==> src/rtc_cal_pkg.sv <==
// package: register map, field positions and types for the calendar counter
package rtc_cal_pkg;

  // register byte offsets
  localparam logic [7:0] OFS_CTRL     = 8'h00;
  localparam logic [7:0] OFS_EVENT_OUTPUT_CTRL   = 8'h04;
  localparam logic [7:0] OFS_IEN_CLR  = 8'h08;
  localparam logic [7:0] OFS_IEN_SET  = 8'h0c;
  localparam logic [7:0] OFS_IRQFLAG  = 8'h10;
  localparam logic [7:0] OFS_STATUS   = 8'h14;
  localparam logic [7:0] OFS_CLOCK    = 8'h18;
  localparam logic [7:0] OFS_ALARM    = 8'h1c;
  localparam logic [7:0] OFS_MASK     = 8'h20;

  // control register bit positions
  localparam int SOFT_RESET_BIT   = 0;
  localparam int CTRL_ENABLE  = 1;
  localparam int CTRL_MODE_LO = 2;
  localparam int CTRL_HFMT    = 6;
  localparam int CTRL_MCLR    = 7;
  localparam int CTRL_PRE_LO  = 8;

  // event control bit positions (period enables sit in 7:0)
  localparam int EV_ALARM = 8;
  localparam int EV_WRAP  = 15;

  // interrupt flag / enable and status bit positions
  localparam int FLG_ALARM = 0;
  localparam int FLG_SYNC  = 6;
  localparam int FLG_WRAP  = 7;
  localparam int STS_BUSY  = 7;

  localparam logic [1:0] MODE_CALENDAR = 2'h2;
  localparam logic [7:0] FLAG_MASK     = 8'hc1;

  // reset and wrap values
  localparam logic [31:0] CAL_RESET  = 32'h0042_0000;
  localparam logic [4:0]  HOUR_12AM  = 5'h0c;
  localparam logic [2:0]  MASK_RESET = 3'h0;

  // alarm compare masks by selection value
  localparam logic [31:0] AM_SS   = 32'h0000_003f;
  localparam logic [31:0] AM_MMSS = 32'h0000_0fff;
  localparam logic [31:0] AM_HMS  = 32'h0001_ffff;
  localparam logic [31:0] AM_DD   = 32'h003f_ffff;
  localparam logic [31:0] AM_MM   = 32'h03ff_ffff;
  localparam logic [31:0] AM_YY   = 32'hffff_ffff;

  // axi responses
  localparam logic [1:0] RESP_OKAY   = 2'h0;
  localparam logic [1:0] RESP_SLVERR = 2'h2;

  // packed time/date value
  typedef struct packed {
    logic [5:0] year;
    logic [3:0] month;
    logic [4:0] day;
    logic [4:0] hour;
    logic [5:0] minute;
    logic [5:0] second;
  } calendar_s;

  // one-cycle output event pulses
  typedef struct packed {
    logic       wrap;
    logic       alarm;
    logic [7:0] period;
  } events_s;

  typedef enum logic {
    SYNC_IDLE = 1'b0,
    SYNC_BUSY = 1'b1
  } sync_e;

endpackage : rtc_cal_pkg

==> src/rtc_calendar.sv <==
// calendar-mode real time counter with axi4-lite registers and events
`timescale 1ns/1ps

module rtc_calendar
  import rtc_cal_pkg::*;
#(
  parameter int PRE_W       = 10,
  parameter int SYNC_CYCLES = 4
)(
  input  wire logic        aclk,
  input  wire logic        aresetn,
  input  wire logic        rtc_source_clock,
  input  wire logic [7:0]  s_axi_awaddr,
  input  wire logic        s_axi_awvalid,
  output logic             s_axi_awready,
  input  wire logic [31:0] s_axi_wdata,
  input  wire logic [3:0]  s_axi_wstrb,
  input  wire logic        s_axi_wvalid,
  output logic             s_axi_wready,
  output logic [1:0]       s_axi_bresp,
  output logic             s_axi_bvalid,
  input  wire logic        s_axi_bready,
  input  wire logic [7:0]  s_axi_araddr,
  input  wire logic        s_axi_arvalid,
  output logic             s_axi_arready,
  output logic [31:0]      s_axi_rdata,
  output logic [1:0]       s_axi_rresp,
  output logic             s_axi_rvalid,
  input  wire logic        s_axi_rready,
  output events_s          event_out,
  output logic             irq
);

  localparam logic [3:0] SYNC_LAST = 4'(SYNC_CYCLES - 1);
  // days in a month, leap test on the two low year bits
  function automatic logic [4:0] days_in(input logic [3:0] mon, input logic leap);
    case (mon)
      4'h2:    days_in = leap ? 5'h1d : 5'h1c;
      4'h4, 4'h6, 4'h9, 4'hb: days_in = 5'h1e;
      default: days_in = 5'h1f;
    endcase
  endfunction : days_in
  // one-second advance; msb of result is the year-63 wrap
  function automatic logic [32:0] cal_next(input calendar_s c, input logic h12);
    calendar_s n;
    logic      cy;
    n  = c;
    cy = 1'b0;
    n.second = c.second + 6'h01;
    if (c.second == 6'h3b)
    begin
      n.second = 6'h00;
      n.minute = c.minute + 6'h01;
      if (c.minute == 6'h3b)
      begin
        n.minute = 6'h00;
        if (h12)
        begin
          n.hour = c.hour + 5'h01;
          if (c.hour[3:0] == 4'hc)
            n.hour = {c.hour[4], 4'h1};
          else if (c.hour[3:0] == 4'hb)
          begin
            n.hour = {~c.hour[4], 4'hc};
            cy     = c.hour[4];
          end
        end
        else
        begin
          n.hour = c.hour + 5'h01;
          if (c.hour == 5'h17)
          begin
            n.hour = 5'h00;
            cy     = 1'b1;
          end
        end
        if (cy)
        begin
          cy    = 1'b0;
          n.day = c.day + 5'h01;
          if (c.day == days_in(c.month, c.year[1:0] == 2'h0))
          begin
            n.day   = 5'h01;
            n.month = c.month + 4'h1;
            if (c.month == 4'hc)
            begin
              n.month = 4'h1;
              n.year  = c.year + 6'h01;
              cy      = (c.year == 6'h3f);
            end
          end
        end
      end
    end
    cal_next = {cy, n};
  endfunction : cal_next

  // registers
  logic [31:0]      ctrl_ff;
  logic [15:0]      event_output_ctrl_ff;
  logic [7:0]       ien_ff;
  logic [7:0]       flag_ff;
  calendar_s        cal_ff;
  logic [31:0]      alarm_ff;
  logic [2:0]       mask_ff;
  logic [PRE_W-1:0] pre_ff;
  logic             src_ff;
  logic             srst_ff;
  sync_e            sync_ff;
  logic [3:0]       scnt_ff;
  logic             bvalid_ff;
  logic [1:0]       bresp_ff;
  logic             rvalid_ff;
  logic [1:0]       rresp_ff;
  logic [31:0]      rdata_ff;
  events_s          event_ff;

  // bus decode
  wire wr_ctrl  = s_axi_awaddr == OFS_CTRL;
  wire wr_ev    = s_axi_awaddr == OFS_EVENT_OUTPUT_CTRL;
  wire wr_iclr  = s_axi_awaddr == OFS_IEN_CLR;
  wire wr_iset  = s_axi_awaddr == OFS_IEN_SET;
  wire wr_flag  = s_axi_awaddr == OFS_IRQFLAG;
  wire wr_stat  = s_axi_awaddr == OFS_STATUS;
  wire wr_clock = s_axi_awaddr == OFS_CLOCK;
  wire wr_alarm = s_axi_awaddr == OFS_ALARM;
  wire wr_mask  = s_axi_awaddr == OFS_MASK;
  wire wr_hit   = wr_ctrl | wr_ev | wr_iclr | wr_iset | wr_flag | wr_stat
                | wr_clock | wr_alarm | wr_mask;
  wire wr_sync  = wr_ctrl | wr_clock | wr_alarm | wr_mask;
  wire rd_sync  = s_axi_araddr == OFS_CLOCK;
  wire busy     = sync_ff == SYNC_BUSY;
  // a synced access waits while busy, so nothing is dropped
  wire wr_go = s_axi_awvalid & s_axi_wvalid & ~bvalid_ff
             & ~(wr_sync & busy);
  wire rd_go = s_axi_arvalid & ~rvalid_ff & ~(rd_sync & busy);
  wire w_ok  = wr_go & wr_hit;
  wire sync_start = (w_ok & wr_sync) | (rd_go & rd_sync);
  assign s_axi_awready = wr_go;
  assign s_axi_wready  = wr_go;
  assign s_axi_arready = rd_go;
  assign s_axi_bvalid  = bvalid_ff;
  assign s_axi_bresp   = bresp_ff;
  assign s_axi_rvalid  = rvalid_ff;
  assign s_axi_rresp   = rresp_ff;
  assign s_axi_rdata   = rdata_ff;
  // byte-lane merge of the write data
  wire [31:0] strb_m = {{8{s_axi_wstrb[3]}}, {8{s_axi_wstrb[2]}},
                        {8{s_axi_wstrb[1]}}, {8{s_axi_wstrb[0]}}};
  wire [31:0] wd      = s_axi_wdata;
  wire [31:0] ctrl_in = (ctrl_ff & ~strb_m) | (wd & strb_m);

  // control fields
  wire       en      = ctrl_ff[CTRL_ENABLE];
  wire [1:0] mode    = ctrl_ff[CTRL_MODE_LO +: 2];
  wire       h12     = ctrl_ff[CTRL_HFMT];
  wire       mclr    = ctrl_ff[CTRL_MCLR];
  wire [3:0] presc   = ctrl_ff[CTRL_PRE_LO +: 4];
  wire       cal_run = en & (mode == MODE_CALENDAR);

  // enable-protected fields keep their value while running
  wire [31:0] prot_m  = 32'h0000_0fcc;
  wire [31:0] ctrl_wr = en ? ((ctrl_in & ~prot_m) | (ctrl_ff & prot_m))
                           : ctrl_in;
  wire [31:0] ctrl_nx = {20'h0, ctrl_wr[11:8], ctrl_wr[7:6], 2'h0,
                         ctrl_wr[3:0]};

  // prescaler and tick; source level is sampled on aclk
  wire              src_edge = rtc_source_clock & ~src_ff;
  wire              pre_step = src_edge & en;
  wire [PRE_W:0]    low_m1   = ({{PRE_W{1'b0}}, 1'b1} << presc) - 1'b1;
  wire [PRE_W-1:0]  low_m    = low_m1[PRE_W-1:0];
  wire              tick     = pre_step & ((pre_ff & low_m) == low_m)
                             & cal_run;

  // alarm compare with field masking
  logic [31:0] am;
  always_comb
  begin
    case (mask_ff)
      3'h1:    am = AM_SS;
      3'h2:    am = AM_MMSS;
      3'h3:    am = AM_HMS;
      3'h4:    am = AM_DD;
      3'h5:    am = AM_MM;
      3'h6:    am = AM_YY;
      default: am = 32'h0;
    endcase
  end
  wire am_on = (mask_ff != 3'h0) & (mask_ff != 3'h7);
  wire match = am_on & (((cal_ff ^ alarm_ff) & am) == 32'h0);

  // next calendar value
  wire [32:0]     inc      = cal_next(cal_ff, h12);
  wire            yr_wrap  = inc[32];
  wire [31:0]     cal_zero = {CAL_RESET[31:17], (h12 ? HOUR_12AM : 5'h00),
                              CAL_RESET[11:0]};
  wire            hit_clr  = tick & match & mclr;
  wire            ev_wrap  = tick & (yr_wrap | (match & mclr));
  wire            ev_alarm = tick & match;

  // periodic taps on prescaler bits 2..9
  logic [7:0] per_hit;
  genvar gi;
  generate
    for (gi = 0; gi < 8; gi++)
    begin : g_per
      assign per_hit[gi] = pre_step & (presc != 4'h0)
                         & ~pre_ff[gi+2] & (&pre_ff[gi+1:0]);
    end
  endgenerate

  // flag set/clear: a set in the same cycle wins
  wire [7:0] flag_set = {ev_wrap, busy & (scnt_ff == 4'h0), 5'h0, ev_alarm};
  wire [7:0] flag_clr = (w_ok & wr_flag & s_axi_wstrb[0]) ? wd[7:0] : 8'h0;
  wire [7:0] flag_nx  = ((flag_ff & ~flag_clr) | flag_set) & FLAG_MASK;
  wire [7:0] ien_nx = (w_ok & wr_iset & s_axi_wstrb[0]) ? (ien_ff | wd[7:0])
                    : (w_ok & wr_iclr & s_axi_wstrb[0]) ? (ien_ff & ~wd[7:0])
                    : ien_ff;

  // request straight from flag and enable, no clock needed to assert
  assign irq = |(flag_ff & ien_ff & FLAG_MASK);

  // read mux
  logic [31:0] rd_mux;
  always_comb
  begin
    case (s_axi_araddr)
      OFS_CTRL:    rd_mux = ctrl_ff;
      OFS_EVENT_OUTPUT_CTRL:  rd_mux = {16'h0, event_output_ctrl_ff};
      OFS_IEN_CLR: rd_mux = {24'h0, ien_ff};
      OFS_IEN_SET: rd_mux = {24'h0, ien_ff};
      OFS_IRQFLAG: rd_mux = {24'h0, flag_ff};
      OFS_STATUS:  rd_mux = {24'h0, busy, 7'h0};
      OFS_CLOCK:   rd_mux = cal_ff;
      OFS_ALARM:   rd_mux = alarm_ff;
      OFS_MASK:    rd_mux = {29'h0, mask_ff};
      default:     rd_mux = 32'h0;
    endcase
  end
  wire rd_hit = (s_axi_araddr <= OFS_MASK) & (s_axi_araddr[1:0] == 2'h0);
  // soft reset request, registered, acts on the edge after the accepting one
  wire swrst_req = w_ok & wr_ctrl & s_axi_wstrb[0] & wd[SOFT_RESET_BIT];
  wire rst_all   = ~aresetn | srst_ff;
  // sync tracker: busy from the accepting edge, ready flag when done
  always_ff @(posedge aclk)
  begin
    if (!aresetn)
    begin
      sync_ff <= SYNC_IDLE;
      scnt_ff <= 4'h0;
    end
    else
    begin
      case (sync_ff)
        SYNC_IDLE:
        begin
          if (sync_start)
          begin
            sync_ff <= SYNC_BUSY;
            scnt_ff <= SYNC_LAST;
          end
        end
        SYNC_BUSY:
        begin
          if (scnt_ff == 4'h0)
            sync_ff <= SYNC_IDLE;
          else
            scnt_ff <= scnt_ff - 4'h1;
        end
        default: sync_ff <= SYNC_IDLE;
      endcase
    end
  end

  // axi response channels; bus state survives soft reset
  always_ff @(posedge aclk)
  begin
    if (!aresetn)
    begin
      bvalid_ff <= 1'b0;
      bresp_ff  <= RESP_OKAY;
      rvalid_ff <= 1'b0;
      rresp_ff  <= RESP_OKAY;
      rdata_ff  <= 32'h0;
      srst_ff   <= 1'b0;
      src_ff    <= 1'b0;
    end
    else
    begin
      srst_ff <= swrst_req;
      src_ff  <= rtc_source_clock;
      if (wr_go)
      begin
        bvalid_ff <= 1'b1;
        bresp_ff  <= wr_hit ? RESP_OKAY : RESP_SLVERR;
      end
      else if (s_axi_bready)
        bvalid_ff <= 1'b0;
      if (rd_go)
      begin
        rvalid_ff <= 1'b1;
        rresp_ff  <= rd_hit ? RESP_OKAY : RESP_SLVERR;
        rdata_ff  <= rd_mux;
      end
      else if (s_axi_rready)
        rvalid_ff <= 1'b0;
    end
  end

  // configuration, flags and enables
  always_ff @(posedge aclk)
  begin
    if (rst_all)
    begin
      ctrl_ff   <= 32'h0;
      event_output_ctrl_ff <= 16'h0;
      ien_ff    <= 8'h0;
      flag_ff   <= 8'h0;
      alarm_ff  <= 32'h0;
      mask_ff   <= MASK_RESET;
    end
    else
    begin
      flag_ff <= flag_nx;
      ien_ff  <= ien_nx;
      if (w_ok & wr_ctrl)
        ctrl_ff <= ctrl_nx;
      if (w_ok & wr_ev & ~en)
        event_output_ctrl_ff <= (event_output_ctrl_ff & ~strb_m[15:0]) | (wd[15:0] & strb_m[15:0]);
      if (w_ok & wr_alarm)
        alarm_ff <= (alarm_ff & ~strb_m) | (wd & strb_m);
      if (w_ok & wr_mask & s_axi_wstrb[0])
        mask_ff <= wd[2:0];
    end
  end

  // calendar value and prescaler; bus write beats the tick
  always_ff @(posedge aclk)
  begin
    if (rst_all)
    begin
      cal_ff <= CAL_RESET;
      pre_ff <= '0;
    end
    else
    begin
      if (pre_step)
        pre_ff <= pre_ff + 1'b1;
      if (w_ok & wr_clock)
        cal_ff <= (cal_ff & ~strb_m) | (wd & strb_m);
      else if (hit_clr | (tick & yr_wrap))
        cal_ff <= cal_zero;
      else if (tick)
        cal_ff <= inc[31:0];
    end
  end

  // output events, one-cycle pulses each with own enable
  always_ff @(posedge aclk)
  begin
    if (rst_all)
      event_ff <= '0;
    else
    begin
      event_ff.wrap   <= ev_wrap & event_output_ctrl_ff[EV_WRAP];
      event_ff.alarm  <= ev_alarm & event_output_ctrl_ff[EV_ALARM];
      event_ff.period <= per_hit & event_output_ctrl_ff[7:0];
    end
  end
  assign event_out = event_ff;
endmodule : rtc_calendar

==> config.mk <==
export PLATFORM = sky130hd
export DESIGN_NAME = rtc_calendar
export DESIGN_NICKNAME = d
export VERILOG_FILES = /design/src/rtc_cal_pkg.sv /design/src/rtc_calendar.sv
export SDC_FILE = /design/constraint.sdc
export NUM_CORES = 1
export LEC_CHECK = 0
export BUFFER_PORTS_ARGS = -buffer_cell sky130_fd_sc_hd__clkbuf_2
export CAP_MARGIN = 0
export CORE_AREA = 2 2 147 149
export DETAILED_ROUTE_END_ITERATION = 10
export DIE_AREA = 0 0 149 151
export GPL_ROUTABILITY_DRIVEN = 0
export PLACE_DENSITY = 0.69
export SKIP_LAST_GASP = 1
export SYNTH_ARGS = -nofsm -noshare
export SYNTH_HDL_FRONTEND = slang
export SYNTH_SLANG_ARGS = --single-unit
==> constraint.sdc <==
create_clock -name aclk -period 3.3 [get_ports aclk]
set_input_delay 0.33 -clock aclk [delete_from_list [all_inputs] [get_ports aclk]]
set_output_delay 0.33 -clock aclk [all_outputs]
set_load 0.02 [all_outputs]
==> run metrics, run 1 <==
post-synthesis sequential area ratio 0.362; Worst Setup Start Kind register; drt first-iter violations 789; largest cells by area after synthesis dfxtp_1 (36%), nand2_1 (8.9%), a21oi_1 (5.6%); WL final 29400 µm; fmax 0.312 GHz; post-synth top area cell dfxtp_1; area of the core 20800 µm²; fin crit share 0.973; FFs w/ async S/R, synth 0; Reg2Reg Launch Point ctrl_ff[8]; routed length per instance 19.0 µm; Tightest Pin Transition 0.840 ns; Worst path max stage delay 0.61 ns; CTS max path bufs 2; share of layout cells above drive strength 1 0.179; largest net degree at the start of global routing 71; Hold Vio Cnt, Final 0; Clock transition at path regs 0.07 ns; Pleak 0.00395 µW; YS warnings 0; crit end category register; register bit count reported by yosys 167; Starting Density 0.443; status finished clean; Synth top area share 0.362; chip height 151 µm; post-DP HPWL 21400 µm; Critical Path Start ctrl_ff[8]; Vias/cell 5.91; gate count of the mapped netlist 1170; max-cap violations 0; count of cell types in the netlist 94; first-pass GRT wire length 45300 µm; crit path cell chain or4_1 > ha_4 > or3b_4 > a2111oi_4 > a2111oi_4 > nand4b_4 > nand2b_4 > a22oi_1 > and2_1 > a32o_1; Diodes inserted 0; combined area of the multi-input logic cells 5500 µm²; Max FO, Critical Path 11; initial antenna violation count 0; slowest cell on the critical path or4_1; final std cells w/o fill 1549; Max VDD drop 0.000269 V; hold depth 2; gr ovfl total 0; vias 9154; Post-synth EDFFs 0; vias in the first global route 8329; Post-synth top flop dfxtp_1; CTS Buf Count 17; nets 1338; Buffers on Ports 109; clk root buf clkbuf_16; Post-DRT Antenna Nets 0; Die Wd 149 µm; Tmin final 3.21 ns; cells on worst reg2reg path 10; Fin Hold WS 0.137 ns; total placed cells including tap cells 1516; Fill cells 2017; Final setup viols 0; CP arrival 3.54 ns; H-tree Lvls 4; Most common cell on crit path a2111oi_4; die area 22500 µm²; Ports 112; RSZ-0062 raised after global routing true; critical path type register to register; Rows 53; synthesized area 9230 µm²; P&R area growth vs syn 16.6%; pwr dens 404 nW/µm²; Hold Path Class input pin to register; Req. time, crit path 3.63 ns; reg-to-reg setup timing slack 0.09 ns; Max-slew headroom 0.439; DRC violations left 0; count of final max-slew check failures 0; register area 3340 µm²; # clock sinks 167; Total GRT Usage 0.256; CTS tree done; First-pass DRT Iterations 6; Hold Startpoint rtc_source_clock; setup repair bufs after CTS 0; Clock Skew 0.00842 ns; Worst Hold End src_ff; Syn Area/Cell 7.89 µm²; insertion delay to the later sink of the worst-skew pair 0.43 ns
-- cells by family after synthesis --
family	count (synthesis)	share of synthesized area
compound gates	297	0.221
mux	21	0.0228
fa+ha+maj	17	0.0230
xor+xnor	42	0.0399
buf+inv	106	0.0515
simple gates	519	0.279
other cells	1	0.000406
flops	167	0.362
-- critical path, delay by kind of cell (launching register included) --
| kind | cells | cell delay [ns] |
|---|---|---|
| AO/OA/AOI/OAI | 4 | 0.87 |
| adder cells (fa/ha/maj) | 1 | 0.23 |
| AND/OR/NAND/NOR | 5 | 1.66 |
| flip-flops | 1 | 0.34 |
-- synth_stat cells (17+ instances only) --
master,count
a21oi_1,103
clkbuf_1,51
xnor2_1,19
xor2_1,23
nor2_1,81
a31oi_1,32
o21ai_0,31
inv_1,27
nand3_1,82
ha_1,17
mux2i_1,21
nand2_1,220
dfxtp_1,167
-- through the flow --
stage | utilization | TNS (ns) | total power (µW) | cell area, µm² | setup WS [ns]
2_1_floorplan | - | 0 | 2220 | 9290 | 0.0397
5_1_grt | 0.517 | -0.0184 | 4460 | 10800 | -0.0184
3_5_place_dp | 0.486 | 0 | 2340 | 10100 | 0.0364
4_1_cts | 0.516 | 0 | 4360 | 10700 | 0.0232
6_report | 0.517 | 0 | 4350 | 10800 | 0.0905
3_3_place_gp | 0.486 | 0 | 2340 | 10100 | 0.0861
-- power by group --
part	leakage (µW)	internal, µW	total [µW]	switching [µW]
clock network	0.000295	1090	2060	967
registers	0.00135	2030	2040	13.1
logic	0.00231	73.1	252	179
-- timing repair --
action                                 4_1_cts  5_1_grt
endpoints found under the hold margin        0        0
setup endpoints to repair                    0       12
gates resized for setup                      0        4
hold buffers                                 0        0
-- worst max path at each step --
stage                          end  slack, ns  cells past startpoint
after floorplan           register       0.04                     13
after global placement    register       0.09                     10
after detailed placement  register       0.04                     10
after CTS                 register       0.02                     10
after global routing      register      -0.02                     10
final                     register       0.09                     10
-- cell type report --
type / count / area share
Tap cell: 275 / 0.0320
Inverter: 27 / 0.00941
Clock buffer: 17 / 0.0395
Multi-Input combinational cell: 899 / 0.511
Clock inverter: 15 / 0.0169
Sequential cell: 167 / 0.311
Timing Repair Buffer: 149 / 0.0809
-- layout by cell type (no fill, tap or decap), types with 10 or more instances in the layout --
cell type	synthesis	layout
nand2_1	220	219
dfxtp_1	167	167
clkbuf_2	0	109
a21oi_1	103	103
nand3_1	82	82
nor2_1	81	79
buf_4	5	38
a31oi_1	32	32
o21ai_0	31	31
inv_1	27	27
xor2_1	23	23
mux2i_1	21	21
xnor2_1	19	19
clkbuf_16	0	17
nor3_1	16	16
ha_1	17	16
nand4_1	10	10
and3_1	10	10
-- per-layer routing --
metal	routed length, µm	up-vias	GRT usage	part of all wire
li1	-	4400	-	-
met1	13000	4355	0.353	0.44
met2	13500	351	0.408	0.46
met4	650	0	0.0795	0.022
met5	0	-	0	0
met3	2220	48	0.0485	0.075
Power figures use the tool's default switching activity.
==> run 2, diff against run 1 <==
--- a/config.mk
+++ b/config.mk
@@ -11,7 +11,7 @@
 export DETAILED_ROUTE_END_ITERATION = 10
 export DIE_AREA = 0 0 149 151
 export GPL_ROUTABILITY_DRIVEN = 0
-export PLACE_DENSITY = 0.69
+export PLACE_DENSITY = 0.66
 export SKIP_LAST_GASP = 1
 export SYNTH_ARGS = -nofsm -noshare
 export SYNTH_HDL_FRONTEND = slang
==> constraint.sdc (replaced) <==
create_clock -name aclk -period 3.8 [get_ports aclk]
set_input_delay 0.38 -clock aclk [delete_from_list [all_inputs] [get_ports aclk]]
set_output_delay 0.38 -clock aclk [all_outputs]
set_load 0.02 [all_outputs]
==> run metrics, run 2 (same netlist as run 1, synthesis figures left out) <==
Rows 53; chip height 151 µm; clk root buf clkbuf_16; Final setup viols 0; Vias/cell 5.93; Tmin final 3.64 ns; critical path type register to register; RSZ-0062 raised after global routing false; first-pass GRT wire length 45600 µm; Starting Density 0.443; CP arrival 4.01 ns; vias 9097; Pleak 0.00386 µW; initial antenna violation count 0; share of layout cells above drive strength 1 0.166; crit end category register; setup repair bufs after CTS 0; insertion delay to the later sink of the worst-skew pair 0.44 ns; Req. time, crit path 4.17 ns; # clock sinks 167; CTS Buf Count 17; Max FO, Critical Path 15; Max-slew headroom 0.262; status finished clean; Switch Pwr 973 µW; Clock transition at path regs 0.07 ns; DRC violations left 0; Fin Setup TNS 0 ns; fmax 0.275 GHz; Die Wd 149 µm; Switching Share 0.256; most frequent cells in the layout nand2_1 (220), dfxtp_1 (167), clkbuf_2 (109), a21oi_1 (103), nand3_1 (82); Hold Buf Count CTS 0; CTS tree done; WL final 29000 µm; area of the core 20800 µm²; Worst Setup Start Kind register; Total GRT Usage 0.257; Post-DRT Antenna Nets 0; count of final max-slew check failures 0; max-cap violations 0; clock share of power 0.476; gr ovfl total 0; Power Internal 2830 µW; Ports 112; Hold Vio Cnt, Final 0; commonest non-fill, non-tap cell in the layout nand2_1; drt first-iter violations 919; post-DP HPWL 21400 µm; die area 22500 µm²; Fill cells 2003; nets 1324; pwr dens 359 nW/µm²; H-tree Lvls 4; sequential power share 0.467; final std cells w/o fill 1535; P&R area growth vs syn 14.6%; combined area of the multi-input logic cells 5430 µm²; CTS max path bufs 2; largest net degree at the start of global routing 95; Tightest Pin Transition 1.11 ns; Buffers on Ports 109; First-pass DRT Iterations 7; setup ws final 0.160 ns; Hold Path Class input pin to register; dpl ws 0.173 ns; PostCTS Resize Cnt 0; register area 3340 µm²; fin crit share 0.958; routed length per instance 18.9 µm; share of total power in combinational logic 0.057; vias in the first global route 8274; Diodes inserted 0; Clock Skew 0.0118 ns; Max VDD drop 0.000202 V; total placed cells including tap cells 1503
==> run 2: changes by cell type in the layout (fill, tap and decap cells not counted), moves of 2 or more <==
cell       delta
buf_12        -2
buf_4        -11
a2111oi_4     -2
clkinv_4      -2
inv_6         +2
clkinv_8      -2
==> run 2: power groups by stage <==
stage,Combinational (µW),Clock (µW),Sequential (µW)
after floorplan,97.4,0,1830
after global placement,213,0,1820
after detailed placement,213,0,1820
after CTS,214,1830,1770
after global routing,232,1910,1780
final,216,1810,1770
==> run 2: worst max-delay path: stages, from the launching register on <==
cell       delay, ns
dfxtp_1         0.49
or4b_2          0.63
ha_1            0.32
or3b_1          0.39
a2111oi_1       0.42
a2111oi_2       0.10
nand4b_4        0.14
buf_4           0.18
o21ai_4         0.13
buf_4           0.26
o41a_1          0.37
o2bb2ai_1       0.14
==> run 2: metal layers <==
| metal | share of wire | GRT usage |
|---|---|---|
| met5 | 0 | 0 |
| met4 | 0.022 | 0.0786 |
| met3 | 0.066 | 0.0398 |
| met2 | 0.45 | 0.407 |
| met1 | 0.46 | 0.362 |
==> run 2: cell type report <==
| cell class | instances | share of cell area |
|---|---|---|
| Clock buffer | 17 | 0.0402 |
| Clock inverter | 15 | 0.0170 |
| Multi-Input combinational cell | 898 | 0.514 |
| Timing Repair Buffer | 136 | 0.0708 |
| Sequential cell | 167 | 0.316 |
| Inverter | 27 | 0.00958 |
| Tap cell | 275 | 0.0325 |
==> run 2: final timing paths <==
path	startpoint	to	slack [ns]	cells after the start
worst max-delay path	ctrl_ff[8]	register	0.16	11
worst min-delay path	rtc_source_clock	src_ff	0.19	2
worst max register to register	ctrl_ff[8]	register	0.16	11
worst min register to register	register	event_out[0]	0.46	2
==> run 2: through the flow <==
step	hold WS [ns]	utilization	instance area, µm²	total power [µW]
after floorplan	0.427	-	9230	1930
after global placement	0.440	0.479	9970	2030
after detailed placement	0.446	0.479	9970	2030
after CTS	0.176	0.508	10600	3810
after global routing	0.188	0.508	10600	3920
final	0.193	0.508	10600	3800
